File: src/logic/emas_map.svh
// Register offsets, field positions, reset values and widths of the access sequencer
`ifndef EMAS_MAP_SVH
`define EMAS_MAP_SVH

`define EMAS_AW          19
`define EMAS_DW          16
`define EMAS_CFG_W       19

`define EMAS_OFF_CFG     8'h00
`define EMAS_OFF_ADDR    8'h04
`define EMAS_OFF_WDATA   8'h08
`define EMAS_OFF_CMD     8'h0c
`define EMAS_OFF_STAT    8'h10

`define EMAS_F_RD_LEAD   2:0
`define EMAS_F_RD_ACT    5:3
`define EMAS_F_RD_TRAIL  7:6
`define EMAS_F_WR_LEAD   10:8
`define EMAS_F_WR_ACT    13:11
`define EMAS_F_WR_TRAIL  15:14
`define EMAS_B_USE_RDY   16
`define EMAS_B_RDY_MODE  17
`define EMAS_B_DOUBLED   18

`define EMAS_B_CMD_GO    0
`define EMAS_B_CMD_WR    1

`define EMAS_CFG_RST     19'h0ffff
`define EMAS_PH_MAX      5'h1f
`define EMAS_PH_ONE      5'h01
`define EMAS_PH_ZERO     5'h00

`endif

File: src/logic/emas_pkg.sv
// Types shared by the access sequencer
`include "emas_map.svh"
package emas_pkg;
	typedef logic [`EMAS_AW-1:0] emas_addr_t;
	typedef logic [`EMAS_DW-1:0] emas_data_t;
	typedef enum logic [4:0] {
		ST_IDLE  = 5'h01,
		ST_ALIGN = 5'h02,
		ST_LEAD  = 5'h04,
		ST_ACT   = 5'h08,
		ST_TRAIL = 5'h10
	} emas_state_t;
endpackage

File: src/logic/emas_sequencer.sv
// External memory access sequencer with AHB-Lite register slave
`timescale 1ns/10ps
`include "emas_map.svh"

// Functional notes
// - Accesses start on rising bus clock edge
// - Alignment cycle keeps every strobe inactive
// - Ready ignored when ready use disabled
// - Address holds last value when inactive
// - Write data driven from strobe low
// - Write data held through write trail
// - Direction low for writes, high at end
// - Zone select low at start, high at end
// - Synchronous ready sampled after lead plus active
// - Asynchronous ready sampled two timing clock cycles earlier
// - Phases counted in timing clock cycles
// - Even counts rising edge, odd falling
module emas_sequencer (
	// Clock and reset
	input  wire logic               i_core_clk,
	input  wire logic               i_rst,
	// AHB-Lite slave
	input  wire logic               i_hsel,
	input  wire logic [31:0]        i_haddr,
	input  wire logic [1:0]         i_htrans,
	input  wire logic               i_hwrite,
	input  wire logic [2:0]         i_hsize,
	input  wire logic [31:0]        i_hwdata,
	input  wire logic               i_hready,
	output logic      [31:0]        o_hrdata,
	output logic                    o_hreadyout,
	output logic                    o_hresp,
	// External memory interface
	output logic                    o_bus_clock_out,
	output logic                    o_zone_select_n,
	output logic                    o_read_strobe_n,
	output logic                    o_write_strobe_n,
	output logic                    o_rw_direction,
	output emas_pkg::emas_addr_t    o_ext_address,
	input  wire emas_pkg::emas_data_t i_ext_data,
	output emas_pkg::emas_data_t    o_ext_data,
	output logic                    o_ext_data_oe,
	input  wire logic               i_external_ready
);
	import emas_pkg::*;

	// Register file
	logic [`EMAS_CFG_W-1:0] cfg_q, cfg_d;
	emas_addr_t             addr_q, addr_d;
	emas_data_t             wdata_q, wdata_d;
	emas_data_t             rdata_q, rdata_d;
	logic                   pend_q, pend_d;
	logic                   pend_wr_q, pend_wr_d;
	logic                   ap_wr_q, ap_wr_d;
	logic [7:0]             ap_addr_q, ap_addr_d;
	logic [31:0]            hrdata_q, hrdata_d;
	logic                   ap_valid;
	logic                   busy;

	// Sequencer
	emas_state_t            st_q, st_d;
	logic [4:0]             ph_q, ph_d;
	logic [4:0]             ph_inc;
	logic                   cur_wr_q, cur_wr_d;
	logic [1:0]             rdy_p_q, rdy_p_d;
	logic                   tdiv_q, tdiv_d;
	logic                   bclk_q, bclk_d;
	logic                   tick;
	logic                   take;
	logic                   rdy_ok;
	logic [2:0]             lead, act, trl;

	// Pins
	logic                   zone_n_q, zone_n_d;
	logic                   rd_n_q, rd_n_d;
	logic                   wr_n_q, wr_n_d;
	logic                   dir_q, dir_d;
	emas_addr_t             xaddr_q, xaddr_d;
	emas_data_t             xdata_q, xdata_d;
	logic                   oe_q, oe_d;

	logic                   rdy_s;
	emas_data_t             data_s;

	emas_sync2 #(
		.W(`EMAS_DW + 1)
	) u_sync (
		.i_core_clk (i_core_clk),
		.i_rst      (i_rst),
		.i_async    ({i_external_ready, i_ext_data}),
		.o_sync     ({rdy_s, data_s})
	);

	assign busy = pend_q | (st_q != ST_IDLE);

	// Bus slave: read data prepared in address phase, writes applied in data phase
	always_comb begin
		ap_valid  = i_hsel & i_hready & i_htrans[1];
		ap_wr_d   = ap_valid & i_hwrite;
		ap_addr_d = ap_valid ? i_haddr[7:0] : ap_addr_q;
		hrdata_d  = hrdata_q;
		if (ap_valid & ~i_hwrite) begin
			unique case (i_haddr[7:0])
				`EMAS_OFF_CFG:   hrdata_d = {13'h0000, cfg_q};
				`EMAS_OFF_ADDR:  hrdata_d = {13'h0000, addr_q};
				`EMAS_OFF_WDATA: hrdata_d = {16'h0000, wdata_q};
				`EMAS_OFF_STAT:  hrdata_d = {rdata_q, 13'h0000, pend_wr_q, pend_q, busy};
				default:         hrdata_d = 32'h0000_0000;
			endcase
		end
		cfg_d     = cfg_q;
		addr_d    = addr_q;
		wdata_d   = wdata_q;
		pend_d    = take ? 1'b0 : pend_q;
		pend_wr_d = pend_wr_q;
		if (ap_wr_q) begin
			unique case (ap_addr_q)
				`EMAS_OFF_CFG:   cfg_d = i_hwdata[`EMAS_CFG_W-1:0];
				`EMAS_OFF_ADDR:  addr_d = i_hwdata[`EMAS_AW-1:0];
				`EMAS_OFF_WDATA: wdata_d = i_hwdata[`EMAS_DW-1:0];
				`EMAS_OFF_CMD: begin
					if (~busy & i_hwdata[`EMAS_B_CMD_GO]) begin
						pend_d    = 1'b1;
						pend_wr_d = i_hwdata[`EMAS_B_CMD_WR];
					end
				end
				default: ;
			endcase
		end
	end

	always_ff @(posedge i_core_clk) begin
		if (i_rst) begin
			cfg_q     <= `EMAS_CFG_RST;
			addr_q    <= '0;
			wdata_q   <= '0;
			pend_q    <= 1'b0;
			pend_wr_q <= 1'b0;
			ap_wr_q   <= 1'b0;
			ap_addr_q <= 8'h00;
			hrdata_q  <= 32'h0000_0000;
		end else begin
			cfg_q     <= cfg_d;
			addr_q    <= addr_d;
			wdata_q   <= wdata_d;
			pend_q    <= pend_d;
			pend_wr_q <= pend_wr_d;
			ap_wr_q   <= ap_wr_d;
			ap_addr_q <= ap_addr_d;
			hrdata_q  <= hrdata_d;
		end
	end

	// Timing clock tick and derived bus clock at half its rate
	always_comb begin
		tdiv_d = ~tdiv_q & cfg_q[`EMAS_B_DOUBLED];
		tick   = ~cfg_q[`EMAS_B_DOUBLED] | tdiv_q;
		bclk_d = tick ? ~bclk_q : bclk_q;
	end

	// Access phase sequencing
	always_comb begin
		st_d     = st_q;
		ph_d     = ph_q;
		cur_wr_d = cur_wr_q;
		rdy_p_d  = rdy_p_q;
		rdata_d  = rdata_q;
		take     = 1'b0;
		lead     = cur_wr_q ? cfg_q[`EMAS_F_WR_LEAD] : cfg_q[`EMAS_F_RD_LEAD];
		act      = cur_wr_q ? cfg_q[`EMAS_F_WR_ACT] : cfg_q[`EMAS_F_RD_ACT];
		trl      = {1'b0, cur_wr_q ? cfg_q[`EMAS_F_WR_TRAIL] : cfg_q[`EMAS_F_RD_TRAIL]};
		if (act == 3'h0) begin
			act = 3'h1;
		end
		ph_inc   = (ph_q == `EMAS_PH_MAX) ? ph_q : ph_q + `EMAS_PH_ONE;
		// Async mode looks at the sample taken two ticks back
		rdy_ok   = ~cfg_q[`EMAS_B_USE_RDY] | (cfg_q[`EMAS_B_RDY_MODE] ? rdy_p_q[1] : rdy_s);
		if (tick) begin
			rdy_p_d = {rdy_p_q[0], rdy_s};
			unique case (st_q)
				ST_IDLE, ST_ALIGN: begin
					st_d = ST_IDLE;
					if (pend_q) begin
						if (bclk_q) begin
							st_d = ST_ALIGN;
						end else begin
							take     = 1'b1;
							cur_wr_d = pend_wr_q;
							ph_d     = `EMAS_PH_ZERO;
							st_d     = ST_LEAD;
						end
					end
				end
				ST_LEAD: begin
					ph_d = ph_inc;
					if (ph_inc >= {2'b00, lead}) begin
						ph_d = `EMAS_PH_ZERO;
						st_d = ST_ACT;
					end
				end
				ST_ACT: begin
					ph_d = ph_inc;
					if ((ph_inc >= {2'b00, act}) && rdy_ok) begin
						ph_d    = `EMAS_PH_ZERO;
						rdata_d = cur_wr_q ? rdata_q : data_s;
						st_d    = (trl == 3'h0) ? ST_IDLE : ST_TRAIL;
					end
				end
				ST_TRAIL: begin
					ph_d = ph_inc;
					if (ph_inc >= {2'b00, trl}) begin
						st_d = ST_IDLE;
					end
				end
			endcase
		end
	end

	// Pin levels follow the next state so they leave flops
	always_comb begin
		zone_n_d = ~((st_d == ST_LEAD) | (st_d == ST_ACT) | (st_d == ST_TRAIL));
		dir_d    = zone_n_d | ~cur_wr_d;
		rd_n_d   = ~((st_d == ST_ACT) & ~cur_wr_d);
		wr_n_d   = ~((st_d == ST_ACT) & cur_wr_d);
		xaddr_d  = take ? addr_q : xaddr_q;
		xdata_d  = take ? wdata_q : xdata_q;
		// Release the data bus one cycle after direction returns high
		oe_d     = (((st_d == ST_ACT) | (st_d == ST_TRAIL)) & cur_wr_d) | (oe_q & ~dir_q);
	end

	always_ff @(posedge i_core_clk) begin
		if (i_rst) begin
			st_q     <= ST_IDLE;
			ph_q     <= `EMAS_PH_ZERO;
			cur_wr_q <= 1'b0;
			rdy_p_q  <= 2'b00;
			rdata_q  <= '0;
			tdiv_q   <= 1'b0;
			bclk_q   <= 1'b0;
			zone_n_q <= 1'b1;
			dir_q    <= 1'b1;
			rd_n_q   <= 1'b1;
			wr_n_q   <= 1'b1;
			xaddr_q  <= '0;
			xdata_q  <= '0;
			oe_q     <= 1'b0;
		end else begin
			st_q     <= st_d;
			ph_q     <= ph_d;
			cur_wr_q <= cur_wr_d;
			rdy_p_q  <= rdy_p_d;
			rdata_q  <= rdata_d;
			tdiv_q   <= tdiv_d;
			bclk_q   <= bclk_d;
			zone_n_q <= zone_n_d;
			dir_q    <= dir_d;
			rd_n_q   <= rd_n_d;
			wr_n_q   <= wr_n_d;
			xaddr_q  <= xaddr_d;
			xdata_q  <= xdata_d;
			oe_q     <= oe_d;
		end
	end

	assign o_hrdata         = hrdata_q;
	assign o_hreadyout      = 1'b1;
	assign o_hresp          = 1'b0;
	assign o_bus_clock_out  = bclk_q;
	assign o_zone_select_n  = zone_n_q;
	assign o_read_strobe_n  = rd_n_q;
	assign o_write_strobe_n = wr_n_q;
	assign o_rw_direction   = dir_q;
	assign o_ext_address    = xaddr_q;
	assign o_ext_data       = xdata_q;
	assign o_ext_data_oe    = oe_q;
endmodule

File: src/logic/emas_sync2.sv
// Two-flop synchroniser for pin inputs
`timescale 1ns/10ps
module emas_sync2 #(
	parameter int W = 1
) (
	// Clock and reset
	input  wire logic         i_core_clk,
	input  wire logic         i_rst,
	// Asynchronous in, synchronous out
	input  wire logic [W-1:0] i_async,
	output logic      [W-1:0] o_sync
);
	logic [W-1:0] meta_q;
	logic [W-1:0] sync_q;

	always_ff @(posedge i_core_clk) begin
		if (i_rst) begin
			meta_q <= '0;
			sync_q <= '0;
		end else begin
			meta_q <= i_async;
			sync_q <= meta_q;
		end
	end

	assign o_sync = sync_q;
endmodule
File: config.mk
export PLATFORM = sky130hd
export DESIGN_NAME = emas_sequencer
export DESIGN_NICKNAME = d
export VERILOG_FILES = /design/src/logic/emas_pkg.sv /design/src/logic/emas_sequencer.sv /design/src/logic/emas_sync2.sv
export VERILOG_INCLUDE_DIRS = /design/src /design/src/logic
export SDC_FILE = /design/constraint.sdc
export NUM_CORES = 1
export LEC_CHECK = 0
export ABC_AREA = 1
export BUFFER_PORTS_ARGS = -buffer_cell sky130_fd_sc_hd__buf_2
export CAP_MARGIN = 0
export CORE_UTILIZATION = 45
export CTS_CLUSTER_DIAMETER = 150
export DETAILED_ROUTE_END_ITERATION = 10
export GPL_TIMING_DRIVEN = 0
export MAX_ROUTING_LAYER = met4
export PLACE_DENSITY = 0.67
export SETUP_SLACK_MARGIN = 0.15
export SYNTH_ARGS = -nofsm -noshare
export SYNTH_HDL_FRONTEND = slang
export SYNTH_SLANG_ARGS = --single-unit
File: constraint.sdc
create_clock -name i_core_clk -period 3.6 [get_ports i_core_clk]
set_input_delay 0.18 -clock i_core_clk [delete_from_list [all_inputs] [get_ports i_core_clk]]
set_output_delay 0.18 -clock i_core_clk [all_outputs]
set_load 0.01 [all_outputs]
==> flow_summary.ini <==
[yosys]
yosysTopAreaCell = dfxtp_1
synthFlopType = dfxtp_1
synth_compound_area_share_pct = 17.7
avgSynthCellArea_sq_um = 7.66
synthArstFlopShare_pct = 0
synth_area_leaders = dfxtp_1, nand2_1, a21oi_1
ys_warn_count = 0
ys_seq_area_share_pct = 51.5
synthDistinctLibCells = 42
yosysMostFrequentCell = dfxtp_1
synthesis.nets = 1122
muxShareOfSynthArea_pct = 0.271
synth_top_family_by_area = simple AND/OR/NAND/NOR gates
synth_top_area_share_pct = 51.5
synth-simple-area-share_pct = 18.9
synth_xor_area_share_pct = 0.223
mappedNetlistArea_sq_um = 7850
ys_ff_latch = 202
synth_common_cells = dfxtp_1, nand2_1, inv_1
synth_cells = 1024
synthAdderAreaFrac_pct = 1.12
synth-edff-count = 0

[place]
dpl_cell_area_sq_um = 8730
place_ws_ns = 0.772
dpl.hpwl_um = 16100
place.gp.congestion = 0.961
port-buffer-count = 121

[setup_path]
cp_cell_sequence = ha_1 > nand4_4 > xor2_1 > inv_1 > ha_1 > inv_1 > nand2_1 > nand2_1 > nand3_1 > nand2_1 > nand2_1 > o21ai_2 > nor2_1 > nand3_2 > buf_2 > o21ai_0 > a21oi_1
r2r_end = rdata_q[6]$_SDFFE_PP0P_
cp.required_ns = 3.98
cp-startpoint = ph_q[0]$_SDFFE_PP0P_
cp-start-kind = register
slowest_delay_ns = 0.42
crit_path_end = rdata_q[6]$_SDFFE_PP0P_
r2r_cells = 17
arrival_ns = 3.22
r2r-start = ph_q[0]$_SDFFE_PP0P_
path_max_fanout = 10
critical_path_class = reg -> reg
crit_path_frequent_cell = nand2_1
cp-end-kind = register
timing.reg2reg.setup_slack_ns = 0.76
cpMaxStageDelayCell = dfxtp_1

[die]
initial_core_util_pct = 46.6
die_w_um = 134
fp-row-count = 47
die_area_sq_um = 18000
die_y_um = 134
io_pins = 166
coreArea_sq_um = 16800

[sta]
fin_skew_ns = 0.0133
rsz0062_at_grt = false
fin_crit_sh_pct = 78.9
tightest_slew_ns = 0.752
max_slew_margin_pct = 49.9
setup_viol = 0
fin_crit_ns = 2.84
maxSlewViolCount = 0
clock.fmax_ghz = 0.352
worst_slack_ns = 0.760
final_hold_viol_count = 0
setup_tns_ns = 0

[global_route]
grt_antenna_before_repair = 0
grt_max_degree = 15
grt_overflow = 0
grt_pass1_vias = 6849
grt_pass1_wl_um = 36000
gr-usage-all-layers_pct = 26.3

[finish]
nFillCells = 1544
drive_above_1_share_pct = 15.6
syn2layout_area_growth_pct = 25.6
final_util_pct = 58.6
stdcell_area_sq_um = 9850
finalNetCount = 1306
n_antenna_cell = 0

[drt]
vias_per_cell = 5.12
ant_nets = 0
drc_errors = 0
wl_per_cell_um = 15.7
drt_iter0_drc = 591
drt-total-wl_um = 22600
drt_first_pass_iters = 7
num_vias = 7371

[power_and_ir_drop]
power.leakage_uw = 0.00440
power.total_uw = 4770
max-vdd-ir-drop_mv = 0.307
p_per_area_nw_per_um2 = 484

[clock_network]
cts_root_buf = clkbuf_16
clk_pin_slew_ns = 0.06
clk_path_buf_depth = 3
cts_sinks = 202
clk_latency_ns = 0.50
cts_tree = done
htreeDepth = 1
cts_made_buffers = 22
post_cts_resized = 0

[min_path]
worstHoldPathType = in -> reg

[status]
status = complete, no violations

[flow_run]
cap_violations = 0
-- registers in the layout, indices dropped and copies added, names as in the netlist, 2 cells and up --
register / cells
addr_q: 19
ap_addr_q: 8
cfg_q: 19
o_ext_address: 19
o_ext_data: 16
o_hrdata: 32
ph_q: 5
rdata_q: 16
rdy_p_q: 2
st_q: 5
u_sync.meta_q: 17
u_sync.o_sync: 17
wdata_q: 16
-- final cells by class --
| class | count | area (sq um) | share of cell area, % |
|---|---|---|---|
| clock buffers | 28 | 634 | 6.44 |
| clock inverters | 9 | 103 | 1.04 |
| multi-input cells | 623 | 3010 | 30.5 |
| well taps | 220 | 275 | 2.79 |
| repair buffers | 160 | 996 | 10.1 |
| plain buffers | 58 | 267 | 2.70 |
| flip-flops and latches | 202 | 4040 | 41.0 |
| inverters | 141 | 529 | 5.37 |
-- stage by stage --
stage	cells	hold WS, ns
after floorplan	1024	0.287
after global placement	1365	0.380
after detailed placement	1365	0.385
after CTS	1441	0.00633
after global routing	1441	0.0292
final	1441	0.00628
-- worst max-delay path, delay by kind of cell, from the launching register on --
family          cells  cell delay (ns)
fa+ha+maj           2             0.58
flops               1             0.42
compound gates      3             0.35
simple gates        8             0.80
xor+xnor            1             0.21
buf+inv             3             0.35
-- cells in the final DEF, fill, tap and decap left out, drive strengths merged, types with 5 or more instances in the layout --
| cell | count |
|---|---|
| nor3 | 6 |
| buf | 135 |
| nand2 | 167 |
| nand4 | 12 |
| ha | 7 |
| inv | 139 |
| a21oi | 120 |
| clkinv | 9 |
| o21ai | 114 |
| nor2 | 109 |
| nand3 | 52 |
| o211ai | 5 |
| dlygate4sd3 | 39 |
| clkbuf | 72 |
| o22ai | 8 |
| dfxtp | 202 |
| o221ai | 9 |
-- report_power, final --
part / switching [uW] / total [uW] / leakage [uW] / internal (uW)
logic: 120 / 202 / 0.00239 / 81.4
registers: 12.5 / 2280 / 0.00164 / 2260
clock network: 907 / 2290 / 0.000369 / 1380
-- cells by family (layout without fill, tap and decap cells) --
kind of cell             after synthesis  after routing
XOR/XNOR                               2              2
buffers and inverters                199            396
multiplexers                           2              2
adder cells (fa/ha/maj)                7              7
AO/OA/AOI/OAI                        261            261
AND/OR/NAND/NOR                      349            349
other                                  2              2
flip-flops                           202            202
-- worst min-delay path by stage --
stage	end	depth (start not counted)	slack, ns	start
final	ap_addr_q[6]$_SDFFE_PP0P_	3	0.006	i_haddr[6]
after global routing	ap_addr_q[6]$_SDFFE_PP0P_	3	0.03	i_haddr[6]
after CTS	ap_addr_q[6]$_SDFFE_PP0P_	3	0.006	i_haddr[6]
after detailed placement	u_sync.meta_q[8]$_SDFF_PP0_	3	0.39	i_ext_data[8]
after global placement	u_sync.meta_q[8]$_SDFF_PP0_	3	0.38	i_ext_data[8]
after floorplan	u_sync.meta_q[0]$_SDFF_PP0_	2	0.29	i_ext_data[0]
-- routing by layer --
metal  GRT usage, %  part of all wire [%]
met4           8.86                   2.5
met2           39.9                    44
met1           36.1                    46
met5              -                     0
met3           3.63                   7.0
-- repair_timing --
| action | in CTS | in global routing |
|---|---|---|
| setup buffers | 0 | 0 |
| hold buffers | 39 | 0 |
| hold endpoints to repair | 48 | 0 |
(Power assumes the default switching activity.)
